## src/gpc_defs.svh

```systemverilog
// Purpose: Constants for the game port capture block
// Assumes: 50 MHz clk, APB with byte addresses
// Notes: Types live in gpc_pkg
`ifndef GPC_DEFS_SVH
`define GPC_DEFS_SVH
// ----------------------------------------
// Register map
// ----------------------------------------
`define GPC_ADDR_CTRL 8'h00
`define GPC_ADDR_LEGACY 8'h04
`define GPC_ADDR_TYPE 8'h08
`define GPC_ADDR_SWITCH 8'h0C
`define GPC_ADDR_RES0 8'h20
`define GPC_ADDR_RES7 8'h3C
`define GPC_CTRL_RST 2'h1
`define GPC_CTRL_EN 0
`define GPC_CTRL_HP 1
// ----------------------------------------
// Capture and timing
// ----------------------------------------
`define GPC_NCH 8
`define GPC_CNT_W 13
`define GPC_CNT_MAX 13'h1FFF
`define GPC_RES_HI_W 3
`define GPC_TICK_DIV 2'h3
`define GPC_CLK_NS 20
`define GPC_DISCH_NS 100000
`define GPC_FRAME_NS 11111111
`define GPC_PIN_RST 8'hFF
`endif

```

## src/gpc_pkg.sv

```systemverilog
// Purpose: Types for the game port capture block
// Assumes: Gray-coded capture sequence
// Notes: Constants sit in gpc_defs.svh
package gpc_pkg;
    typedef enum logic [1:0] {
        GPC_IDLE = 2'h0,
        GPC_DISCH = 2'h1,
        GPC_CHARGE = 2'h3,
        GPC_STORE = 2'h2
    } gpc_state_type;
endpackage

```

## src/gpc_capture.sv

```systemverilog
// Purpose: Eight-channel analog/digital game port capture with APB registers
// Assumes: clk is the crystal reference; capture ticks divide it by four
// Notes: One capacitor is shared, so channels are measured in turn
// Contract
// - Eight channels, each measurable as analog position or digital switch.
// - Analog channel charges shared capacitor through its pot; charge time is position.
// - Digital channel reads released while pin floats, pressed while grounded.
// - Unplugged or released channel is classified digital.
// - Game port offers a legacy view and a high-precision view.
// - Legacy view emulates the classic game port byte at host port 0x201.
// - High-precision view refreshes all channels autonomously without processor polling.
// - Analog or digital classification per channel is automatic and readable.
// - Capture timing counts crystal reference periods, never a synthesized clock.
// - Results are 16 bits; capture writes only the low 13.
// - Each channel is measured once per frame, 90 Hz per channel.
//
// The address map and the APB slave port were left to the implementer.
`timescale 1ns/10ps
`include "gpc_defs.svh"
module gpc_capture #(
    parameter int unsigned DISCHARGE_CYC = (`GPC_DISCH_NS + `GPC_CLK_NS - 1) / `GPC_CLK_NS,
    parameter int unsigned FRAME_CYC = `GPC_FRAME_NS / `GPC_CLK_NS
) (
    input wire logic clk,
    input wire logic nrst,
    input wire logic psel,
    input wire logic penable,
    input wire logic pwrite,
    input wire logic [7:0] paddr,
    input wire logic [31:0] pwdata,
    output logic [31:0] prdata,
    output logic pready,
    output logic pslverr,
    input wire logic [7:0] controller_channel_pins,
    input wire logic cap_comparator,
    output logic [7:0] charge_select,
    output logic timing_capacitor_low,
    output gpc_pkg::gpc_state_type capture_phase
);
    import gpc_pkg::*;

    localparam int unsigned SLOT_CYC = FRAME_CYC / `GPC_NCH;

    // ----------------------------------------
    // Decode helpers
    // ----------------------------------------
    function automatic logic is_result(input logic [7:0] a);
        is_result = (a >= `GPC_ADDR_RES0) && (a <= `GPC_ADDR_RES7) && (a[1:0] == 2'h0);
    endfunction

    function automatic logic [2:0] res_index(input logic [7:0] a);
        logic [7:0] d;
        d = a - `GPC_ADDR_RES0;
        res_index = d[4:2];
    endfunction

    function automatic logic reg_hit(input logic [7:0] a);
        reg_hit = (a == `GPC_ADDR_CTRL) || (a == `GPC_ADDR_LEGACY) ||
                  (a == `GPC_ADDR_TYPE) || (a == `GPC_ADDR_SWITCH) || is_result(a);
    endfunction

    // ----------------------------------------
    // State
    // ----------------------------------------
    logic [7:0] pin_s1_reg, pin_s2_reg, pin_s3_reg, pin_reg;
    logic [7:0] pin_s1_next, pin_s2_next, pin_s3_next, pin_next;
    logic cmp_s1_reg, cmp_s2_reg, cmp_s3_reg, cmp_reg;
    logic cmp_s1_next, cmp_s2_next, cmp_s3_next, cmp_next;
    logic [1:0] div_reg, div_next;
    logic [31:0] slot_reg, slot_next;
    logic [31:0] wait_reg, wait_next;
    gpc_state_type state_reg, state_next;
    logic [2:0] ch_reg, ch_next;
    logic [`GPC_CNT_W-1:0] cnt_reg, cnt_next;
    logic trip_reg, trip_next;
    logic [7:0] analog_reg, analog_next;
    logic [`GPC_CNT_W-1:0] res_lo_reg [`GPC_NCH];
    logic [`GPC_CNT_W-1:0] res_lo_next [`GPC_NCH];
    logic [`GPC_RES_HI_W-1:0] res_hi_reg [`GPC_NCH];
    logic [`GPC_RES_HI_W-1:0] res_hi_next [`GPC_NCH];
    logic [`GPC_CNT_W-1:0] leg_reg [4];
    logic [`GPC_CNT_W-1:0] leg_next [4];
    logic [1:0] ctrl_reg, ctrl_next;
    logic [7:0] sel_reg, sel_next;
    logic dis_reg, dis_next;
    logic [31:0] prdata_reg, prdata_next;
    logic pready_reg, pready_next;
    logic pslverr_reg, pslverr_next;
    logic tick, setup, wr_acc;
    logic [31:0] rd_data;
    logic [3:0] leg_busy;

    assign prdata = prdata_reg;
    assign pready = pready_reg;
    assign pslverr = pslverr_reg;
    assign charge_select = sel_reg;
    assign timing_capacitor_low = dis_reg;
    assign capture_phase = state_reg;

    // Crystal-period tick, one cycle in four
    assign tick = (div_reg == 2'h0);
    assign setup = psel && !penable;
    assign wr_acc = psel && penable && pready_reg && pwrite;

    always_comb begin
        for (int i = 0; i < 4; i++) begin
            leg_busy[i] = (leg_reg[i] != '0);
        end
    end

    // ----------------------------------------
    // Read mux
    // ----------------------------------------
    always_comb begin
        rd_data = 32'h0;
        if (paddr == `GPC_ADDR_CTRL) begin
            rd_data[1:0] = ctrl_reg;
        end else if (paddr == `GPC_ADDR_LEGACY) begin
            // Upper nibble: button levels, 1 released
            rd_data[7:0] = {pin_reg[7:4], leg_busy};
        end else if (paddr == `GPC_ADDR_TYPE) begin
            rd_data[7:0] = analog_reg;
        end else if (paddr == `GPC_ADDR_SWITCH) begin
            rd_data[7:0] = ~pin_reg;
        end else if (is_result(paddr)) begin
            rd_data[15:0] = {res_hi_reg[res_index(paddr)], res_lo_reg[res_index(paddr)]};
        end
    end

    // ----------------------------------------
    // Next-state logic
    // ----------------------------------------
    always_comb begin
        // Pins pass three flops; change taken when last two agree
        pin_s1_next = controller_channel_pins;
        pin_s2_next = pin_s1_reg;
        pin_s3_next = pin_s2_reg;
        pin_next = (pin_s2_reg == pin_s3_reg) ? pin_s3_reg : pin_reg;
        cmp_s1_next = cap_comparator;
        cmp_s2_next = cmp_s1_reg;
        cmp_s3_next = cmp_s2_reg;
        cmp_next = (cmp_s2_reg == cmp_s3_reg) ? cmp_s3_reg : cmp_reg;
        div_next = (div_reg == `GPC_TICK_DIV) ? 2'h0 : div_reg + 2'h1;
        // Fixed slots: each channel once per frame
        slot_next = (slot_reg == 32'(SLOT_CYC - 1)) ? 32'h0 : slot_reg + 32'h1;
        wait_next = wait_reg;
        state_next = state_reg;
        ch_next = ch_reg;
        cnt_next = cnt_reg;
        trip_next = trip_reg;
        analog_next = analog_reg;
        res_lo_next = res_lo_reg;
        res_hi_next = res_hi_reg;
        ctrl_next = ctrl_reg;
        sel_next = sel_reg;
        dis_next = dis_reg;
        for (int i = 0; i < 4; i++) begin
            leg_next[i] = (tick && leg_busy[i]) ? leg_reg[i] - 1'b1 : leg_reg[i];
        end

        // Autonomous sequence, no processor involvement
        case (state_reg)
            GPC_IDLE: begin
                if (slot_reg == 32'h0 && ctrl_reg[`GPC_CTRL_EN]) begin
                    state_next = GPC_DISCH;
                    dis_next = 1'b1;
                    wait_next = 32'h0;
                end
            end
            GPC_DISCH: begin
                wait_next = wait_reg + 32'h1;
                if (wait_reg == 32'(DISCHARGE_CYC - 1)) begin
                    state_next = GPC_CHARGE;
                    dis_next = 1'b0;
                    sel_next = 8'h01 << ch_reg;
                    cnt_next = '0;
                    trip_next = 1'b0;
                end
            end
            GPC_CHARGE: begin
                if (cmp_reg) begin
                    state_next = GPC_STORE;
                    trip_next = 1'b1;
                end else if (tick) begin
                    if (cnt_reg == `GPC_CNT_MAX) begin
                        state_next = GPC_STORE;
                    end else begin
                        cnt_next = cnt_reg + 1'b1;
                    end
                end
            end
            GPC_STORE: begin
                sel_next = 8'h00;
                res_lo_next[ch_reg] = cnt_reg;
                // No trip: no pot, so floating or switch means digital
                analog_next[ch_reg] = trip_reg;
                ch_next = ch_reg + 3'h1;
                state_next = GPC_IDLE;
            end
            default: begin
                state_next = GPC_IDLE;
                sel_next = 8'h00;
                dis_next = 1'b0;
            end
        endcase

        // APB: answer registered in setup, ready in first access cycle
        pready_next = setup;
        pslverr_next = setup && !reg_hit(paddr);
        prdata_next = (setup && !pwrite) ? rd_data : 32'h0;
        if (wr_acc) begin
            if (paddr == `GPC_ADDR_CTRL) begin
                ctrl_next = pwdata[1:0];
            end else if (paddr == `GPC_ADDR_LEGACY) begin
                // Write fires the one-shots with the latest positions
                for (int i = 0; i < 4; i++) begin
                    leg_next[i] = res_lo_reg[i];
                end
            end else if (is_result(paddr)) begin
                res_hi_next[res_index(paddr)] = pwdata[15:13];
            end
        end
    end

    // ----------------------------------------
    // Registers
    // ----------------------------------------
    always_ff @(posedge clk) begin
        if (!nrst) begin
            pin_s1_reg <= `GPC_PIN_RST;
            pin_s2_reg <= `GPC_PIN_RST;
            pin_s3_reg <= `GPC_PIN_RST;
            pin_reg <= `GPC_PIN_RST;
            cmp_s1_reg <= 1'b0;
            cmp_s2_reg <= 1'b0;
            cmp_s3_reg <= 1'b0;
            cmp_reg <= 1'b0;
            div_reg <= 2'h0;
            slot_reg <= 32'h0;
            wait_reg <= 32'h0;
            state_reg <= GPC_IDLE;
            ch_reg <= 3'h0;
            cnt_reg <= '0;
            trip_reg <= 1'b0;
            analog_reg <= 8'h00;
            ctrl_reg <= `GPC_CTRL_RST;
            sel_reg <= 8'h00;
            dis_reg <= 1'b0;
            prdata_reg <= 32'h0;
            pready_reg <= 1'b0;
            pslverr_reg <= 1'b0;
            for (int i = 0; i < `GPC_NCH; i++) begin
                res_lo_reg[i] <= '0;
                res_hi_reg[i] <= '0;
            end
            for (int i = 0; i < 4; i++) begin
                leg_reg[i] <= '0;
            end
        end else begin
            pin_s1_reg <= pin_s1_next;
            pin_s2_reg <= pin_s2_next;
            pin_s3_reg <= pin_s3_next;
            pin_reg <= pin_next;
            cmp_s1_reg <= cmp_s1_next;
            cmp_s2_reg <= cmp_s2_next;
            cmp_s3_reg <= cmp_s3_next;
            cmp_reg <= cmp_next;
            div_reg <= div_next;
            slot_reg <= slot_next;
            wait_reg <= wait_next;
            state_reg <= state_next;
            ch_reg <= ch_next;
            cnt_reg <= cnt_next;
            trip_reg <= trip_next;
            analog_reg <= analog_next;
            ctrl_reg <= ctrl_next;
            sel_reg <= sel_next;
            dis_reg <= dis_next;
            prdata_reg <= prdata_next;
            pready_reg <= pready_next;
            pslverr_reg <= pslverr_next;
            res_lo_reg <= res_lo_next;
            res_hi_reg <= res_hi_next;
            leg_reg <= leg_next;
        end
    end
endmodule

```

## config.mk

```make
export PLATFORM = sky130hd
export DESIGN_NAME = gpc_capture
export DESIGN_NICKNAME = d
export VERILOG_FILES = /design/src/gpc_pkg.sv /design/src/gpc_capture.sv
export VERILOG_INCLUDE_DIRS = /design/src
export SDC_FILE = /design/constraint.sdc
export NUM_CORES = 1
export LEC_CHECK = 0
export ABC_AREA = 1
export BUFFER_PORTS_ARGS = -buffer_cell sky130_fd_sc_hd__buf_2
export CORE_MARGIN = 10
export CORE_UTILIZATION = 55
export CTS_CLUSTER_DIAMETER = 30
export DETAILED_ROUTE_END_ITERATION = 10
export PLACE_DENSITY_LB_ADDON = 0.12
export SLEW_MARGIN = 0
export SYNTH_ARGS = -nofsm -noshare
export SYNTH_HDL_FRONTEND = slang
export SYNTH_SLANG_ARGS = --single-unit
```

## constraint.sdc

```tcl
create_clock -name clk -period 3.4 [get_ports clk]
set_input_delay 1.02 -clock clk [delete_from_list [all_inputs] [get_ports clk]]
set_output_delay 1.02 -clock clk [all_outputs]
set_load 0.01 [all_outputs]
```

# --- Word-level counts from Yosys, hierarchy flattened ---
# Cells that the tools add are included.
totals:
  regBits: 354
  in_bits: 54
  output_inout_bits: 45
  wordCells: 187
classes:
  addsub: 10
  order_cmp: 8
  n_eq_ne: 20
  shift: 1
  mux: 47
  bitwise: 8
  reduce_logical: 48
ops:
  columns: ["operator", "count"]
  rows:
  - ["$mux 52", 3]
  - ["$mux 13", 11]
  - ["$bwmux 104", 1]
  - ["$add 32x1->32 const B", 2]
  - ["$pmux 32 s2", 1]
  - ["$reduce_bool 13->1", 4]
  - ["$sub 13x1->13 const B", 4]
  - ["$bmux 13 s3", 1]
  - ["$demux 13 s3", 1]
  - ["$eq 32x13->1 const B", 1]
  - ["$eq 32x17->1 const B", 1]
  - ["$logic_not 32->1", 1]
  - ["$mux 32", 1]
  - ["$mux 8", 4]
  - ["$pmux 13 s2", 1]
  - ["$bwmux 24", 1]
  - ["$eq 8x4->1 const B", 2]
  - ["$logic_and 1x1->1", 16]
  - ["$mux 16", 1]
  - ["$pmux 8 s2", 1]
  - ["$add 13x1->13 const B", 1]
  - ["$eq 13x13->1 const B", 1]
  - ["$mux 2", 6]
  - ["$ne 2x2->1 const B", 6]
  - ["39 further kinds", 70]

# --- Depth between registers and ports, before layout ---
# Gate-level depths: netlist of the first run.
logic_depth:
  word_depth: 10
  depth_mapped: 12
  ltp_nobuf: 12

# --- Worst setup path after synthesis of the first run ---
# No wires, ideal clock.
synth_path:
  kind: "input-to-reg"
  from: "input port paddr[4]"
  to: "register leg_reg[0] (netlist bit)"
  setup_time_ns: 0.114
  arrival_time_ns: 2.098
  required_ns: 3.286
  setup_slack_ns: 1.188
  cell_stages: 9
  path_buffers: 3
  path_cell_list: "buf_2 -> inv_2 -> nand4_4 -> nor2_8 -> nand2_4 -> buf_6 -> buf_6 -> o211ai_2 -> inv_1"
synth_between:
  elab_chain_cells: 4
  word_cells_on_any_way: 5
  cone_classes: "eq/ne: 1; mux: 3; reduce/logical: 1"
synth_rtl:
  columns: ["element", "line", "rtl"]
  rows:
  - ["from (decl)", "gpc_capture.sv:29", "input wire logic [7:0] paddr,"]
  - ["$eq 8x3->1 (no line)", null, null]
  - ["$mux 52", "gpc_capture.sv:214", "end else if (paddr == `GPC_ADDR_LEGACY) begin"]
  - ["$mux 52 *", "gpc_capture.sv:212", "if (paddr == `GPC_ADDR_CTRL) begin"]
  - ["$mux 52 *", "gpc_capture.sv:211", "if (wr_acc) begin"]
  - ["to (signal assigned)", "gpc_capture.sv:284", "leg_reg <= leg_next;"]
  - ["to (decl)", "gpc_capture.sv:81", "logic [`GPC_CNT_W-1:0] leg_reg [4];"]
# Mark *: on every way between the ends. The rest lies on a longest branch, timed or not.
# A chain may end at the register's enable or synchronous reset.

# --- Worst setup path after layout of the first run ---
layout_path:
  from: "register state_reg[0] (netlist: capture_phase[0])"
  to: "output port capture_phase[0]"
layout_lines:
  columns: ["element", "line", "rtl"]
  rows:
  - ["from (decl)", "gpc_capture.sv:72", "gpc_state_type state_reg, state_next;"]
  - ["from (signal assigned)", "gpc_capture.sv:271", "state_reg <= state_next;"]
  - ["to (decl)", "gpc_capture.sv:38", "output gpc_pkg::gpc_state_type capture_phase"]
# No word-level cell between the ends.

==> results.ini, run 1 <==
[run_status]
outcome=completed

[drt]
drt-total-wl_mm=46.91
vias_per_cell=5.414
first_iter_violations=1323
avgRoutedWirePerCell_um=15.64
first_pass_iters=8
drc=0
antenna_left=0
dr_total_vias=16240

[timing]
setup_viol=0
fmax_mhz=414.9
fin_crit_sh=0.7089
worst_slew_pin_slew_ns=0.8773
hold_viol=0
finalSetupTns_ns=0
period_needed_ns=2.410
maxSlewHeadroom=0.4143
whs_ns=0.4127
rsz0062_at_grt=false
drv_slew=0
final.setup_skew_ns=0.04139

[min_path]
hp-class=register to register

[power]
leakagePower_nw=8.907
seqPwrFrac=0.292
max-vdd-ir-drop_mv=0.4540
p_clk_frac=0.511
total_power_w=0.01560
power_density_nw_per_um2=773.4
switchingPower_w=0.004783
pwr-share-comb=0.197
internal_power_w=0.01082
netSwitchingFraction=0.3065

[grt]
grt_pass1_wl_mm=76.58
overflow=0
grt_max_degree=119
grt_antenna_before_repair=0
grt_util_all_layers=0.2382
grt_pass1_vias=15430

[floorplanning]
ios=99
die_h_um=195.2
dieArea_um2=38110
row_count=64
initial_core_util=0.5549
coreArea_um2=30430
die_w_um=195.2

[worst_setup_path]
path_buf_inv=1
crit_path_end_kind=primary output
critPathMaxStageDelay_ns=0.57
cp.required_ns=2.38
worstPathArrival_ns=1.39
crit_chain=buf_2
crit_fanout=7
critPathSlowestCell=dfxtp_1
path_delay_family=flip-flops
critical_path_class=register to primary output
crit_path_start_kind=register

[cts]
cts_buffers=77
clockBufferDepth=3
ctsResizeCount=0
clkLatencyLatePin_ns=0.61
hold_buffers=0
cts_tree=yes
cts.sink_count=338
root_buffer=clkbuf_16
clk_pin_slew_ns=0.05
cts.htree.levels=3
postCtsSetupRepairBufs=0

[finish]
utilization=0.6630
antenna_cells=0
largest_register_ffs=104
fin_nets=2611
final_cell_mix=492 x nand2_1, 338 x dfxtp_1, 335 x nor2_1, 284 x inv_1, 202 x o21ai_0
synthToLayoutAreaGrowth_pct=19.49
drive_above_1_share=0.1233
final_common_cell=nand2_1

[synthesis]
synthMuxAreaShare=0
synthTopCellsByArea=dfxtp_1 40%, nand2_1 11%, nor2_1 7.4%
syn_area_per_cell_um2=6.808
synthCells=2480
yosysWarnings=0
synthArstFlopShare=0
synth_top_family_by_area=simple AND/OR/NAND/NOR gates
ys_types=51
synth.largest_area_cell=dfxtp_1
synthesis.area_um2=16880
synthFlopType=dfxtp_1
synth_top_area_frac=0.4007
synth-edff-count=0
synth_simple_gate_area_frac=0.3058
synth_compound_area_frac=0.1525
synth_xor_area_frac=0.02127
synth_adder_area_share=0.01393
synth_seq_cells=338
ys_seq_area_frac=0.4007

[place]
dpl.hpwl_mm=31.53
portBuffers=55
gp_congestion=0.8994

[job]
drv_cap=0

-- cell usage after synthesis, types with 8 or more instances --
| master | instances |
|---|---|
| nor2_2 | 15 |
| nand4_1 | 50 |
| nand3_1 | 165 |
| buf_4 | 20 |
| nand2_1 | 492 |
| o21ai_1 | 15 |
| dfxtp_1 | 338 |
| nor2_1 | 335 |
| inv_2 | 17 |
| nand2_2 | 11 |
| o21bai_1 | 9 |
| nor3_1 | 44 |
| o21ai_0 | 202 |
| buf_2 | 44 |
| a22oi_1 | 11 |
| inv_1 | 284 |
| clkbuf_1 | 40 |
| clkinv_1 | 9 |
| nor3b_1 | 8 |
| ha_1 | 18 |
| a21oi_1 | 200 |
| xnor2_1 | 11 |
| nor2_4 | 8 |
| o22ai_1 | 10 |
| or2_2 | 25 |
| xor2_1 | 30 |
-- power by group through the flow --
stage | logic [W] | clock network [W] | registers, W
final | 0.00308 | 0.00797 | 0.00455
after global routing | 0.00353 | 0.00826 | 0.00459
after CTS | 0.00306 | 0.00805 | 0.00455
after detailed placement | 0.00303 | 0 | 0.00461
after global placement | 0.00296 | 0 | 0.00460
after floorplan | 0.00248 | 0 | 0.00454
-- logic make-up after synthesis --
group / after synthesis
AND/OR/NAND/NOR: 1177
XOR/XNOR: 41
AO/OA/AOI/OAI: 479
other: 1
buffers and inverters: 425
flip-flops: 338
adder cells (fa/ha/maj): 19
-- path summary, 6_finish.rpt --
check | endpoint | slack (ns) | cells after the start | from
setup / recovery | capture_phase[0] | 0.99 | 1 | capture_phase[0]
hold / removal | pin_s2_reg[6] | 0.41 | 1 | pin_s1_reg[6]
setup reg to reg | cnt_reg[5] | 1.05 | 7 | capture_phase[1]
hold reg to reg | pin_s2_reg[6] | 0.41 | 1 | pin_s1_reg[6]
-- layer usage --
layer	vias to the layer above	track usage	part of all wire
met5	-	0	0
met4	0	0.1092	0.037
met3	125	0.04265	0.066
met2	563	0.3776	0.45
met1	7423	0.3095	0.45
li1	8125	-	-
-- worst reg2reg max path, cell delays in order (launching register included) --
cell      delay, ns
dfxtp_1        0.49
inv_2          0.12
nand2_1        0.40
clkinv_1       0.45
nand2_4        0.32
nand2_2        0.22
nand2_1        0.12
a21oi_1        0.06
-- layout make-up --
class	count	area (um^2)
fill	2667	10250
multi-input combinational	1732	8393
sequential	338	6766
clock buffer	92	2113
inverter	310	1164
clock inverter	51	740.7
timing repair buffer	80	503.0
tap	396	495.5
-- stage by stage --
stage / area [um^2] / cells / worst slack [ns]
floorplan: 16940 / 2495 / 1.188
global placement: 17320 / 2856 / 0.5600
detailed placement: 17320 / 2856 / 0.5180
CTS: 20180 / 2999 / 0.9576
global route: 20180 / 2999 / 0.8229
finish: 20180 / 2999 / 0.9897
(Power assumes the default switching activity.)
==> run 2: changes to the inputs <==
==> constraint.sdc (replaced) <==
create_clock -name clk -period 2.45 [get_ports clk]
set_input_delay 0.735 -clock clk [delete_from_list [all_inputs] [get_ports clk]]
set_output_delay 0.735 -clock clk [all_outputs]
set_load 0.01 [all_outputs]
==> results.ini, run 2 (same netlist as run 1, synthesis figures left out) <==
[run_status]
outcome=completed  ; unchanged

[cts]
hold_buffers=0  ; unchanged
clockBufferDepth=3  ; unchanged
cts.htree.levels=3  ; unchanged
cts_buffers=80  ; was 77
clkLatencyLatePin_ns=0.59  ; was 0.61 ns
cts_tree=yes  ; unchanged
root_buffer=clkbuf_16  ; unchanged
postCtsSetupRepairBufs=0  ; unchanged
ctsResizeCount=0  ; unchanged
clk_pin_slew_ns=0.06  ; was 0.05 ns
cts.sink_count=338  ; unchanged

[drt]
first_iter_violations=1388  ; was 1323
first_pass_iters=6  ; was 8
avgRoutedWirePerCell_um=15.63  ; was 15.64 um
dr_total_vias=16410  ; was 16.24k
antenna_left=0  ; unchanged
drc=0  ; unchanged
drt-total-wl_mm=47.41  ; was 46.91 mm
vias_per_cell=5.409  ; was 5.414

[timing]
setup_viol=0  ; unchanged
drv_slew=0  ; unchanged
final.setup_skew_ns=0.01970  ; was 0.04139 ns
maxSlewHeadroom=0.5981  ; was 0.4143
period_needed_ns=2.083
fin_crit_sh=0.8500
hold_viol=0  ; unchanged
fmax_mhz=480.2
finalSetupTns_ns=0  ; unchanged
worst_slew_pin_slew_ns=0.5983  ; was 0.8773 ns
rsz0062_at_grt=false  ; unchanged

[power]
power_density_nw_per_um2=1051  ; was 773.4 nW/um^2
max-vdd-ir-drop_mv=0.5621  ; was 0.4540 mV
leakagePower_nw=8.972  ; was 8.907 nW
total_power_w=0.02133  ; was 0.01560 W

[worst_setup_path]
path_buf_inv=1  ; unchanged
crit_chain=buf_2  ; unchanged
crit_path_end_kind=primary output  ; unchanged
critPathMaxStageDelay_ns=0.54  ; was 0.57 ns
critical_path_class=register to primary output  ; unchanged
crit_fanout=7  ; unchanged
startpoint=capture_phase[0]  ; unchanged
r2r_end=leg_reg[2]  ; was cnt_reg[5]
rrSetupSlack_ns=0.38  ; was 1.05 ns
r2r-start=div_reg[0]  ; was capture_phase[1]
ff2ff_path_depth=9  ; was 7
path_delay_family=flip-flops  ; unchanged
critPathSlowestCell=dfxtp_1  ; unchanged
cp.required_ns=1.71  ; was 2.38 ns
worstPathArrival_ns=1.35  ; was 1.39 ns
crit_path_start_kind=register  ; unchanged

[grt]
grt_antenna_before_repair=0  ; unchanged
grt_util_all_layers=0.2406  ; was 0.2382
grt_pass1_wl_mm=77.79  ; was 76.58 mm
grt_max_degree=106  ; was 119
grt_pass1_vias=15650  ; was 15.43k
overflow=0  ; unchanged

[finish]
antenna_cells=0  ; unchanged
final_cell_mix=492 x nand2_1, 338 x dfxtp_1, 335 x nor2_1, 284 x inv_1, 202 x o21ai_0  ; unchanged
synthToLayoutAreaGrowth_pct=20.21  ; was 19.49%
fin_nets=2646  ; was 2611
final_common_cell=nand2_1  ; unchanged
utilization=0.6670  ; was 0.6630
final_cells=3034  ; was 2999
drive_above_1_share=0.1308  ; was 0.1233
largest_register_ffs=104  ; unchanged

[place]
portBuffers=55  ; unchanged
dpl.hpwl_mm=32.58  ; was 31.53 mm
dp_cells=2888  ; was 2856
gp_congestion=0.9238  ; was 0.8994

[min_path]
hp-class=input port to register  ; was register to register
holdPathEnd=pin_s1_reg[4]  ; was pin_s2_reg[6]
hp-start=controller_channel_pins[4]  ; was pin_s1_reg[6]
hold_depth=2  ; was 1

[floorplanning]
die_w_um=195.2  ; unchanged
coreArea_um2=30430  ; unchanged
die_h_um=195.2  ; unchanged
row_count=64  ; unchanged
ios=99  ; unchanged
initial_core_util=0.5549  ; unchanged
dieArea_um2=38110  ; unchanged

[job]
drv_cap=0  ; unchanged

-- run 2: cell types whose count changed in the layout (fill, tap and decap cells not counted), moves of 3 or more --
| cell | before | now |
|---|---|---|
| inv_8 | 0 | 3 |
| clkinvlp_4 | 2 | 9 |
| bufinv_16 | 13 | 8 |
| clkbuf_16 | 77 | 82 |
| buf_4 | 23 | 57 |
| clkinv_2 | 16 | 7 |
| clkbuf_8 | 13 | 8 |
| clkbuf_1 | 2 | 13 |
-- run 2: how the worst max path moves through the flow --
stage	end	slack, ns	depth (start not counted)
floorplan	leg_reg[0]	0.52	9
global placement	leg_reg[31]	0.19	10
detailed placement	leg_reg[3]	0.15	9
CTS	capture_phase[0]	0.35	1
global route	leg_reg[46]	0.20	11
finish	capture_phase[0]	0.37	1
-- run 2: layout make-up --
class                   instances  area (um^2)
clock buffers                 103         2211
inverters                     310         1164
flip-flops and latches        338         6766
repair buffers                112        718.2
clock inverters                43        549.3
fillers                      2654        10130
well taps                     396        495.5
multi-input cells            1732         8393
-- run 2: metal layers --
layer / vias to the layer above / track usage / wire, um
met5: - / 0 / 0
met4: 0 / 0.09163 / 1295
met3: 102 / 0.04711 / 3455
met2: 560 / 0.3884 / 21750
met1: 7547 / 0.3112 / 20910
li1: 8202 / - / -
-- run 2: metrics by stage --
| step | hold WS (ns) | cell area (um^2) | worst slack [ns] |
|---|---|---|---|
| 3_3_place_gp | 0.3987 | 17540 | 0.1933 |
| 2_1_floorplan | 0.3905 | 16940 | 0.5228 |
| 4_1_cts | 0.3279 | 20300 | 0.3526 |
| 5_1_grt | 0.3395 | 20300 | 0.1963 |
| 3_5_place_dp | 0.3988 | 17540 | 0.1489 |
| 6_report | 0.3401 | 20300 | 0.3674 |
-- run 2: power by group --
| part | internal (W) | total, W | switching [W] |
|---|---|---|---|
| registers | 0.00595 | 0.00629 | 0.000348 |
| logic | 0.00152 | 0.00434 | 0.00282 |
| clock network | 0.00726 | 0.0107 | 0.00344 |
==> run 3: changes to the inputs <==
--- a/config.mk
+++ b/config.mk
@@ -7,7 +7,7 @@
 export NUM_CORES = 1
 export LEC_CHECK = 0
 export ABC_AREA = 1
-export BUFFER_PORTS_ARGS = -buffer_cell sky130_fd_sc_hd__buf_2
+export BUFFER_PORTS_ARGS = -buffer_cell sky130_fd_sc_hd__clkbuf_2
 export CORE_MARGIN = 10
 export CORE_UTILIZATION = 55
 export CTS_CLUSTER_DIAMETER = 30
==> results.ini, run 3 (same netlist as run 1, synthesis figures left out) <==
[run_status]
outcome=completed  ; unchanged

[finish]
synthToLayoutAreaGrowth_pct=19.33  ; was 20.21%
drive_above_1_share=0.1312  ; was 0.1308
largest_register_ffs=104  ; unchanged
multi_input_area_um2=8393  ; unchanged
seq_area_um2=6766  ; unchanged
fin_nets=2640  ; was 2646
fillCellCount=2717  ; was 2654
final_cell_mix=492 x nand2_1, 338 x dfxtp_1, 335 x nor2_1, 284 x inv_1, 202 x o21ai_0  ; unchanged
antenna_cells=0  ; unchanged
finalInstanceArea_um2=20150  ; was 20300 um^2
final_common_cell=nand2_1  ; unchanged

[timing]
fmax_mhz=458.0  ; was 480.2 MHz
fin_crit_sh=0.8912  ; was 0.8500
hold_viol=0  ; unchanged
finalSetupTns_ns=0  ; unchanged
whs_ns=0.3335  ; was 0.3401 ns
setup_viol=0  ; unchanged
final.setup_skew_ns=0.02426  ; was 0.01970 ns
worst_slew_pin_slew_ns=0.6563  ; was 0.5983 ns
rsz0062_at_grt=false  ; unchanged
maxSlewHeadroom=0.5591  ; was 0.5981
drv_slew=0  ; unchanged
period_needed_ns=2.184  ; was 2.083 ns

[drt]
drt-total-wl_mm=46.65  ; was 47.41 mm
antenna_left=0  ; unchanged
dr_total_vias=16270  ; was 16.41k
avgRoutedWirePerCell_um=15.42  ; was 15.63 um
drc=0  ; unchanged
vias_per_cell=5.378  ; was 5.409
first_iter_violations=1375  ; was 1388
first_pass_iters=5  ; was 6

[worst_setup_path]
cp.required_ns=2.92  ; was 1.71 ns
cp_common_cell=nand2_1
critical_path_class=register to register  ; was register to primary output
critPathSlowestCell=nor2_2  ; was dfxtp_1
crit_chain=ha_1, nand2_1, nor2_1, nand2_1, inv_1, nand3_1, nand2_1, nor2_2, nand2_2, a21oi_2, nor2_1  ; was buf_2
crit_path_end_kind=register  ; was primary output
worstPathArrival_ns=2.65  ; was 1.35 ns
crit_path_start_kind=register  ; unchanged
path_delay_family=simple AND/OR/NAND/NOR gates  ; was flip-flops
critPathMaxStageDelay_ns=0.45  ; was 0.54 ns
path_buf_inv=1  ; unchanged
crit_fanout=14  ; was 7

[place]
dpl.hpwl_mm=32.32  ; was 32.58 mm
place_area_um2=17550  ; was 17540 um^2
gp_congestion=0.9323  ; was 0.9238
portBuffers=55  ; unchanged

[grt]
grt_max_degree=103  ; was 106
overflow=0  ; unchanged
grt_util_all_layers=0.2361  ; was 0.2406
grt_antenna_before_repair=0  ; unchanged
grt_pass1_vias=15240  ; was 15.65k
grt_pass1_wl_mm=75.88  ; was 77.79 mm

[power]
power_density_nw_per_um2=1025  ; was 1051 nW/um^2
netSwitchingFraction=0.3113  ; was 0.3096
p_clk_frac=0.486  ; was 0.502
max-vdd-ir-drop_mv=0.6422  ; was 0.5621 mV
seqPwrFrac=0.305  ; was 0.295
switchingPower_w=0.006430  ; was 0.006604 W
internal_power_w=0.01422  ; was 0.01472 W
pwr-share-comb=0.209  ; was 0.203
leakagePower_nw=8.879  ; was 8.972 nW

[floorplanning]
dieArea_um2=38110  ; unchanged
coreArea_um2=30430  ; unchanged
die_w_um=195.2  ; unchanged
ios=99  ; unchanged
initial_core_util=0.5549  ; unchanged
die_h_um=195.2  ; unchanged
row_count=64  ; unchanged

[cts]
clkLatencyLatePin_ns=0.58  ; was 0.59 ns
clk_pin_slew_ns=0.05  ; was 0.06 ns
hold_buffers=0  ; unchanged
cts_tree=yes  ; unchanged
cts_buffers=76  ; was 80
postCtsSetupRepairBufs=0  ; unchanged
root_buffer=clkbuf_16  ; unchanged
ctsResizeCount=0  ; unchanged
cts.htree.levels=3  ; unchanged
cts.sink_count=338  ; unchanged
clockBufferDepth=3  ; unchanged

[job]
drv_cap=0  ; unchanged

[min_path]
hp-class=input port to register  ; unchanged

run 3: metal layers:
| metal | global-route usage | share of wire | vias to the layer above |
|---|---|---|---|
| met4 | 0.08484 | 0.024 | 0 |
| li1 | - | - | 8196 |
| met5 | 0 | 0 | - |
| met2 | 0.3754 | 0.45 | 517 |
| met1 | 0.3114 | 0.46 | 7475 |
| met3 | 0.04745 | 0.063 | 86 |
run 3: cell type report:
type | instances | area share
inverter | 310 | 0.05775
timing repair buffer | 110 | 0.03614
multi-input combinational | 1732 | 0.4165
sequential | 338 | 0.3358
tap | 396 | 0.02459
clock buffer | 99 | 0.1087
clock inverter | 41 | 0.02043
run 3: worst paths after layout:
| path | startpoint | to | slack [ns] | cells after the start |
|---|---|---|---|---|
| worst max-delay path | cnt_reg[0] | cnt_reg[0] | 0.27 | 11 |
| worst min-delay path | controller_channel_pins[1] | pin_s1_reg[1] | 0.33 | 2 |
| worst max register to register | cnt_reg[0] | cnt_reg[0] | 0.27 | 11 |
| worst min register to register | pin_s1_reg[7] | pin_s2_reg[7] | 0.41 | 1 |
run 3: metrics by stage:
stage / power (W) / cells / util / worst slack [ns]
global placement: 0.01053 / 2886 / 0.5766 / 0.2049
floorplan: 0.009733 / 2495 / - / 0.5228
global route: 0.02176 / 3026 / 0.6622 / 0.07366
finish: 0.02065 / 3026 / 0.6622 / 0.2665
CTS: 0.02074 / 3026 / 0.6622 / 0.2955
detailed placement: 0.01063 / 2886 / 0.5766 / 0.1822
run 3: power by group through the flow:
stage | clock network, W | logic, W | registers [W]
floorplan | 0 | 0.00344 | 0.00630
global placement | 0 | 0.00416 | 0.00637
detailed placement | 0 | 0.00425 | 0.00638
CTS | 0.0101 | 0.00431 | 0.00629
global route | 0.0104 | 0.00496 | 0.00635
finish | 0.0100 | 0.00432 | 0.00629
